**src/inc/p5m_pkg.sv**
```systemverilog
package p5m_pkg;
	// ----------------------------------------------------------------
	// Register indices (byte address is four times the index)
	// ----------------------------------------------------------------
	localparam logic [7:0] IDX_MODE_LOW = 8'hFA;
	localparam logic [7:0] IDX_MODE_HIGH = 8'hF9;
	localparam logic [7:0] IDX_DATA = 8'hF8;
	localparam logic [7:0] IDX_PIN_LEVEL = 8'hF7;
	localparam int ADDR_W = 10;
	localparam logic [1:0] WORD_LSB = 2'h0;

	// ----------------------------------------------------------------
	// Reset values and field layout
	// ----------------------------------------------------------------
	localparam logic [7:0] MODE_LOW_RESET = 8'h00;
	localparam logic [7:0] MODE_HIGH_RESET = 8'h00;
	localparam logic [7:0] DATA_RESET = 8'h00;
	localparam int PIN_COUNT = 8;
	localparam int PINS_PER_REG = 4;
	localparam int FIELD_W = 2;

	// ----------------------------------------------------------------
	// Pin modes
	// ----------------------------------------------------------------
	typedef enum logic [1:0] {
		MODE_INPUT = 2'h0,
		MODE_OPEN_DRAIN = 2'h1,
		MODE_PUSH_PULL = 2'h2,
		MODE_SEGMENT = 2'h3
	} p5m_mode_t;

	// ----------------------------------------------------------------
	// Bus answer states
	// ----------------------------------------------------------------
	typedef enum logic [1:0] {
		BUS_IDLE = 2'h1,
		BUS_ACK = 2'h2
	} p5m_bus_t;

	typedef struct packed {
		logic [7:0] modeLow;
		logic [7:0] modeHigh;
		logic [7:0] data;
		p5m_bus_t bus;
		logic waitReq;
		logic [31:0] readData;
		logic [7:0] pinOut;
		logic [7:0] pinOe;
		logic [7:0] segSel;
	} p5m_state_t;
endpackage

```
**src/hdl/p5m_port5_mode.sv**
```systemverilog
// Added by the designer: the Avalon-MM slave port.
`timescale 1ns/1ns
// Behaviour
// - Each pin has a 2-bit mode field, pins 3..0 in the low register and pins 7..4 in the high one, 00 input, 01 open-drain, 10 push-pull, 11 segment.
// - Mode 11 cuts the port output path off the pin and hands the pin to its LCD segment driver.
// - Open-drain mode pulls the pin low for a stored 0 and leaves it undriven for a stored 1.
// - The mode registers answer only to direct register accesses; indirect accesses do not reach them.
module p5m_port5_mode (
	input wire logic mclk, // System clock, 20 MHz
	input wire logic rst_b, // Asynchronous reset, active low
	input wire logic [9:0] avsAddress, // Avalon byte address
	input wire logic avsRead, // Avalon read request
	input wire logic avsWrite, // Avalon write request
	input wire logic [31:0] avsWriteData, // Avalon write data
	input wire logic [3:0] avsByteEnable, // Avalon byte enables
	input wire logic avsIndirect, // High when the access uses an indirect form
	output logic [31:0] avsReadData, // Avalon read data
	output logic avsWaitRequest, // Avalon wait request
	input wire logic [7:0] pinIn, // Pad input levels, pin 0 in bit 0
	output logic [7:0] pinOut, // Pad output levels
	output logic [7:0] pinOe, // Pad output enables, high while driving
	output logic [7:0] segSel // High where the segment driver owns the pad
);

	p5m_pkg::p5m_state_t stateReg;
	p5m_pkg::p5m_state_t stateNext;

	// Bit positions in the one-hot register select
	localparam int SEL_MODE_LOW = 0;
	localparam int SEL_MODE_HIGH = 1;
	localparam int SEL_DATA = 2;
	localparam int SEL_PIN_LEVEL = 3;
	localparam int SEL_W = 4;

	// ----------------------------------------------------------------
	// Helpers
	// ----------------------------------------------------------------
	function automatic logic [1:0] pinMode(input logic [7:0] lo, input logic [7:0] hi, input int idx);
		logic [15:0] both;
		both = {hi, lo};
		pinMode = both[idx * p5m_pkg::FIELD_W +: p5m_pkg::FIELD_W];
	endfunction

	function automatic logic [7:0] byteWrite(input logic [7:0] old, input logic [31:0] wd, input logic en);
		byteWrite = en ? wd[7:0] : old;
	endfunction

	// One-hot register select, shared by the read mux and the write strobe
	function automatic logic [SEL_W-1:0] regSelect(input logic [7:0] idx, input logic hit);
		regSelect = {SEL_W{1'b0}};
		if (hit) begin
			case (idx)
				p5m_pkg::IDX_MODE_LOW: begin
					regSelect[SEL_MODE_LOW] = 1'b1;
				end
				p5m_pkg::IDX_MODE_HIGH: begin
					regSelect[SEL_MODE_HIGH] = 1'b1;
				end
				p5m_pkg::IDX_DATA: begin
					regSelect[SEL_DATA] = 1'b1;
				end
				p5m_pkg::IDX_PIN_LEVEL: begin
					regSelect[SEL_PIN_LEVEL] = 1'b1;
				end
				default: begin
					regSelect = {SEL_W{1'b0}};
				end
			endcase
		end
	endfunction

	// Pad controls of one pin as {drive level, output enable, segment select}
	function automatic logic [2:0] padDrive(input logic [1:0] modeCode, input logic level);
		padDrive = 3'h0;
		case (modeCode)
			p5m_pkg::MODE_INPUT: begin
				padDrive = 3'h0;
			end
			p5m_pkg::MODE_OPEN_DRAIN: begin
				// Only the low level is ever driven, so a stored 1 floats
				padDrive = {1'b0, ~level, 1'b0};
			end
			p5m_pkg::MODE_PUSH_PULL: begin
				padDrive = {level, 1'b1, 1'b0};
			end
			p5m_pkg::MODE_SEGMENT: begin
				// Port drive is cut so it never fights the segment driver
				padDrive = 3'h1;
			end
			default: begin
				padDrive = 3'h0;
			end
		endcase
	endfunction

	logic reqActive;
	logic [7:0] regIndex;
	logic aligned;
	logic directHit;

	assign reqActive = avsRead | avsWrite;
	assign regIndex = avsAddress[9:2];
	assign aligned = (avsAddress[1:0] == p5m_pkg::WORD_LSB);
	// Indirect forms never decode, so they read zero and write nothing
	assign directHit = aligned & ~avsIndirect;

	logic [SEL_W-1:0] regSel;
	logic [7:0] padOutNext;
	logic [7:0] padOeNext;
	logic [7:0] padSegNext;

	assign regSel = regSelect(regIndex, directHit);

	// ----------------------------------------------------------------
	// Pad decode, one slice per pin
	// ----------------------------------------------------------------
	// Decoded from the registered modes, so the pads lag a mode write by one cycle
	generate
		for (genvar g = 0; g < p5m_pkg::PIN_COUNT; g++) begin : g_pad
			logic [1:0] modeCode;
			assign modeCode = pinMode(stateReg.modeLow, stateReg.modeHigh, g);
			assign {padOutNext[g], padOeNext[g], padSegNext[g]} = padDrive(modeCode, stateReg.data[g]);
		end
	endgenerate

	// ----------------------------------------------------------------
	// Next state
	// ----------------------------------------------------------------
	always_comb begin
		logic doWrite;
		doWrite = (stateReg.bus == p5m_pkg::BUS_ACK) & avsWrite & directHit;
		stateNext = stateReg;

		// One wait cycle; the answer stands for the single cycle it is taken
		case (stateReg.bus)
			p5m_pkg::BUS_IDLE: begin
				if (reqActive) begin
					stateNext.bus = p5m_pkg::BUS_ACK;
					stateNext.waitReq = 1'b0;
				end
			end
			p5m_pkg::BUS_ACK: begin
				stateNext.bus = p5m_pkg::BUS_IDLE;
				stateNext.waitReq = 1'b1;
			end
			default: begin
				stateNext.bus = p5m_pkg::BUS_IDLE;
				stateNext.waitReq = 1'b1;
			end
		endcase

		// Read data is prepared during the wait cycle; unmapped and indirect reads give zero
		stateNext.readData = 32'h0000_0000;
		if (avsRead) begin
			if (regSel[SEL_MODE_LOW]) begin
				stateNext.readData[7:0] = stateReg.modeLow;
			end
			if (regSel[SEL_MODE_HIGH]) begin
				stateNext.readData[7:0] = stateReg.modeHigh;
			end
			if (regSel[SEL_DATA]) begin
				stateNext.readData[7:0] = stateReg.data;
			end
			if (regSel[SEL_PIN_LEVEL]) begin
				stateNext.readData[7:0] = pinIn;
			end
		end

		// The write lands at the edge where the master sees waitrequest low
		if (doWrite) begin
			if (regSel[SEL_MODE_LOW]) begin
				stateNext.modeLow = byteWrite(stateReg.modeLow, avsWriteData, avsByteEnable[0]);
			end
			if (regSel[SEL_MODE_HIGH]) begin
				stateNext.modeHigh = byteWrite(stateReg.modeHigh, avsWriteData, avsByteEnable[0]);
			end
			// The pin level register is read-only, so a write to it is dropped
			if (regSel[SEL_DATA]) begin
				stateNext.data = byteWrite(stateReg.data, avsWriteData, avsByteEnable[0]);
			end
		end

		// Pad drive follows the stored modes one cycle after a write lands
		stateNext.pinOut = padOutNext;
		stateNext.pinOe = padOeNext;
		stateNext.segSel = padSegNext;
	end

	// ----------------------------------------------------------------
	// State register
	// ----------------------------------------------------------------
	always_ff @(posedge mclk or negedge rst_b) begin
		if (!rst_b) begin
			stateReg.modeLow <= p5m_pkg::MODE_LOW_RESET;
			stateReg.modeHigh <= p5m_pkg::MODE_HIGH_RESET;
			stateReg.data <= p5m_pkg::DATA_RESET;
			stateReg.bus <= p5m_pkg::BUS_IDLE;
			stateReg.waitReq <= 1'b1;
			stateReg.readData <= 32'h0000_0000;
			stateReg.pinOut <= 8'h00;
			stateReg.pinOe <= 8'h00;
			stateReg.segSel <= 8'h00;
		end else begin
			stateReg <= stateNext;
		end
	end

	assign avsReadData = stateReg.readData;
	assign avsWaitRequest = stateReg.waitReq;
	assign pinOut = stateReg.pinOut;
	assign pinOe = stateReg.pinOe;
	assign segSel = stateReg.segSel;

endmodule

```
**config.mk**
```make
export PLATFORM = sky130hd
export DESIGN_NAME = p5m_port5_mode
export DESIGN_NICKNAME = d
export VERILOG_FILES = /design/src/inc/p5m_pkg.sv /design/src/hdl/p5m_port5_mode.sv
export SDC_FILE = /design/constraint.sdc
export NUM_CORES = 1
export LEC_CHECK = 0
export BUFFER_PORTS_ARGS = -buffer_cell sky130_fd_sc_hd__buf_2
export CORE_UTILIZATION = 43
export DETAILED_ROUTE_END_ITERATION = 7
export PLACE_DENSITY = 0.82
export SETUP_SLACK_MARGIN = 0.02
export SLEW_MARGIN = 10
export SYNTH_ARGS = -nofsm -noshare
export SYNTH_HDL_FRONTEND = slang
export SYNTH_SLANG_ARGS = --single-unit
```
**constraint.sdc**
```tcl
create_clock -name mclk -period 1.6 [get_ports mclk]
set_clock_uncertainty 0.1 [all_clocks]
set_input_delay 0.08 -clock mclk [delete_from_list [all_inputs] [get_ports mclk]]
set_output_delay 0.08 -clock mclk [all_outputs]
set_load 0.05 [all_outputs]
```
# Word-level counts from Yosys, hierarchy flattened
# Cells that the tools add are included.
# classes
eq_ne	31
mux	20
n_bitwise	13
n_reduce_logical	12
# ops
cell	count
$pmux 3 s4	8
$mux 8	5
$eq 2x2->1 const B	17
$eq 8x8->1 const B	4
$eq 2x1->1 const B	9
$logic_not 2->1	9
$not 1->1	9
$reduce_and 3->1	3
$mux 3	2
$mux 1	4
$mux 4	1
$and 1x1->1	3
$ne 2x2->1 const B	1
$or 1x1->1	1
# word_totals
register_bits	59
input_bits	59
out_inout_bits	57
elab_cells	85

# Logic depth before layout (Yosys ltp)
# logic_depth
depth_word	8
ltp_mapped	5
ltp_nobuf	3

# Worst setup path after synthesis
# OpenSTA, ideal clock, no wires.
# synth_path
path_kind	register -> register
start	register stateReg[57] (netlist name)
end	register stateReg[59] (netlist name)
setup_ns	0.125
arrival_time_ns	1.610
t_required_ns	1.375
path_slack_ns	-0.235
stages_incl_launch_ff	4
path_buffers	0
cell_sequence	dfstp_2 nand4b_1 nor4_4 mux2_2
# synth_between
elab_chain_cells	4
# synth_rtl
item	line_no	rtl
start: declaration	p5m_port5_mode.sv:25	p5m_pkg::p5m_state_t stateReg;
start signal: assignment	p5m_port5_mode.sv:204	stateReg <= stateNext;
$eq 2x2->1	p5m_port5_mode.sv:131	doWrite = (stateReg.bus == p5m_pkg::BUS_ACK) & avsWrite & directHit;
$and 1x1->1 (2 in a row)	p5m_port5_mode.sv:131	
$reduce_and 3->1 (no line)	--	
# Every way passes these cells.
# A chain may end at the register's enable or synchronous reset.

# Worst setup path in the final report
# layout_path
start	register stateReg[57] (netlist name)
end	register stateReg, in the netlist g_pad[3].modeCode[0]
# Same word-level chain as after synthesis.

==> flow_summary.json <==
{
  "yosysMostFrequentCell": "dfrtp_1",
  "antenna_found_initial": 0,
  "synth.avg_cell_area_sq_um": 12.21,
  "synth_commonest_cells": "dfrtp_1, buf_4, mux2_2",
  "dp_hpwl_um": 4076,
  "grt_usage": 0.1847,
  "synth_area_leaders": "dfrtp_1, buf_4, mux2_2, nor4_4, and3b_1",
  "grt_max_degree": 28,
  "final_nets": 367,
  "p_leak_nw": 1.888,
  "slew_violations": 0,
  "dr.first_iter.drc_count": 108,
  "async_reset_ff_frac": 1.000,
  "ys.flop_type": "dfrtp_1",
  "cts_tree": "built",
  "fillers": 535,
  "drt_wl_total_um": 5972,
  "die_x_um": 82.99,
  "grt_pass1_wl_um": 9604,
  "post_drt_wl_per_cell_um": 15.35,
  "synth_top_area_cell": "dfrtp_1",
  "clock_sinks": 58,
  "violations": "DRC, setup timing",
  "initial_core_util": 0.4441,
  "hp-class": "in2reg",
  "drc_errors": 2,
  "outcome": "complete, but fails checks",
  "setup_viol": 4,
  "placed_cell_area_sq_um": 3092,
  "h-tree-depth": 3,
  "path_max_fanout": 5,
  "r2r_slack_ps": -30,
  "crit_type": "reg2reg",
  "cts-root-buf": "clkbuf_8",
  "netlist_area_sq_um": 2820,
  "crit_path_end_kind": "flip-flop",
  "multi_input_area_sq_um": 1104,
  "dieArea_sq_um": 6887,
  "place_ws_ps": -250.3,
  "clock_latency_ps": 340,
  "hold_viol": 0,
  "grt_pass1_vias": 1877,
  "synth.distinct_cells": 31,
  "n_antenna_cell": 0,
  "chipHeight_um": 82.99,
  "tns_ps": -98.67,
  "yosysTopAreaCellShare": 0.5058,
  "viasPerCell": 4.964,
  "required_ps": 1720,
  "gp_congestion": 0.8121,
  "rsz0062_at_grt": "true",
  "numCtsBuffers": 9,
  "drtPass1Iterations": 6,
  "ant_nets": 0,
  "area_growth_pct": 27.20,
  "vdd.ir_drop.worst_mv": 0.4901,
  "maxCapViolCount": 0,
  "clkTransAtPathRegs_ps": 60,
  "cp.arrival_ps": 1750,
  "p_per_area_nw_per_um2": 954.3,
  "core_sq_um": 6350,
  "drive_gt1_frac": 0.4712,
  "synth_edf_count": 0,
  "slew_headroom": 0.6446,
  "pin_count": 116,
  "overflow": 0,
  "ys_ff_latch": 58,
  "regArea_sq_um": 1453,
  "tightest_slew_ps": 533.0,
  "fin_area_sq_um": 3587,
  "port_buffers": 64,
  "vias": 1931,
  "finalCriticalPeriod_ps": 1627,
  "floorplan.rows": 29,
  "syn_inst": 231,
  "cts_max_path_buffers": 2,
  "hold_slack_ps": 140.5,
  "setup_ws_ps": -27.18,
  "p_total_mw": 3.423,
  "ys_seq_area_frac": 0.5151,
  "synth_warnings": 0,
  "timing.final.crit_share": 1.017,
  "fmax_ghz": 0.6146,
  "critPathLaunchType": "flip-flop"
}
## metrics by stage
step                      std cells    util
after floorplan                 254       -
after global placement          354  0.4869
final                           389  0.5649
after detailed placement        354  0.4869
after CTS                       389  0.5592
after global routing            389  0.5649
## layer usage
metal	wire [um]	track usage	part of all wire	vias up
met5	0	0	0	-
met4	94	0.08934	0.016	0
met3	347	0.05666	0.058	9
met2	2979	0.3033	0.50	87
met1	2550	0.2209	0.43	954
li1	-	-	-	881
## cell type report
type | instances | area share
clock inverter | 5 | 0.02197
timing repair buffer | 106 | 0.1971
sequential | 58 | 0.4050
multi-input combinational | 130 | 0.3076
inverter | 3 | 0.003139
tap | 77 | 0.02686
clock buffer | 10 | 0.03837
## where the power goes
group	switching [mW]	internal (mW)
Clock	0.558	0.907
Combinational	0.296	0.147
Sequential	0.0129	1.50
## state kept, by name, indices dropped and copies added, names as in the netlist
name and flops:
stateReg 10, g_pad.modeCode 16, pinOe 8, pinOut 8
avsReadData 8, segSel 8
## logic make-up after synthesis
kind of cell	synth area share
other	0.001330
and+or+nand+nor	0.1304
buffers and inverters	0.1628
muxes	0.1309
AOI/OAI and AO/OA	0.05945
DFF	0.5151
## cell usage in the layout, fill, tap and decap left out
cell type / n
nor4bb_1: 1
clkinv_4: 1
buf_6: 3
dfrtp_1: 57
a22oi_1: 7
or3_1: 1
a31oi_1: 7
mux2i_1: 2
buf_2: 64
mux2_2: 14
nor4b_1: 1
dfstp_2: 1
and4b_1: 1
or4b_4: 1
clkinv_2: 2
bufinv_16: 2
or4b_2: 1
buf_4: 19
nand2_1: 1
nand3_1: 2
clkbuf_8: 10
and3b_1: 7
and2_1: 8
a311oi_2: 1
buf_12: 1
nor4_4: 3
or4b_1: 1
nand4b_1: 2
a211oi_2: 7
inv_1: 3
o211a_1: 1
nand2b_1: 1
mux2_4: 17
nor2_1: 16
nor3b_1: 1
dlygate4sd3_1: 19
conb_1: 24
or4bb_1: 2
## path summary, 6_finish.rpt
check | startpoint | endpoint | depth (start not counted)
max | stateReg[57]$_DFFE_PN1P_ | g_pad[3].modeCode[0]$_DFFE_PN0P_ | 5
min | avsAddress[4] | avsReadData[6]$_DFF_PN0_ | 4
max reg2reg | stateReg[57]$_DFFE_PN1P_ | g_pad[3].modeCode[0]$_DFFE_PN0P_ | 5
min reg2reg | g_pad[3].modeCode[0]$_DFFE_PN0P_ | pinOut[3]$_DFF_PN0_ | 2
max in group asynchronous | rst_b | avsReadData[1]$_DFF_PN0_ | 3
min in group asynchronous | rst_b | stateReg[60]$_DFFE_PN0P_ | 2
## worst max-delay path, stage by stage, from the launching register on
cell and delay [ps]:
dfstp_2 360, nand4b_1 180, buf_6 160, nor4_4 180, buf_4 210, mux2_2 330
## what timing repair did
action | CTS | global route
buffers inserted | 1 | 0
hold buffers | 19 | 0
gates resized for setup | 12 | 9
endpoints found under the setup margin | 22 | 25
gates cloned | 0 | 0
endpoints found under the hold margin | 54 | 0
pin swaps | 0 | 1
Note: power is estimated with default switching activity, not from simulation.
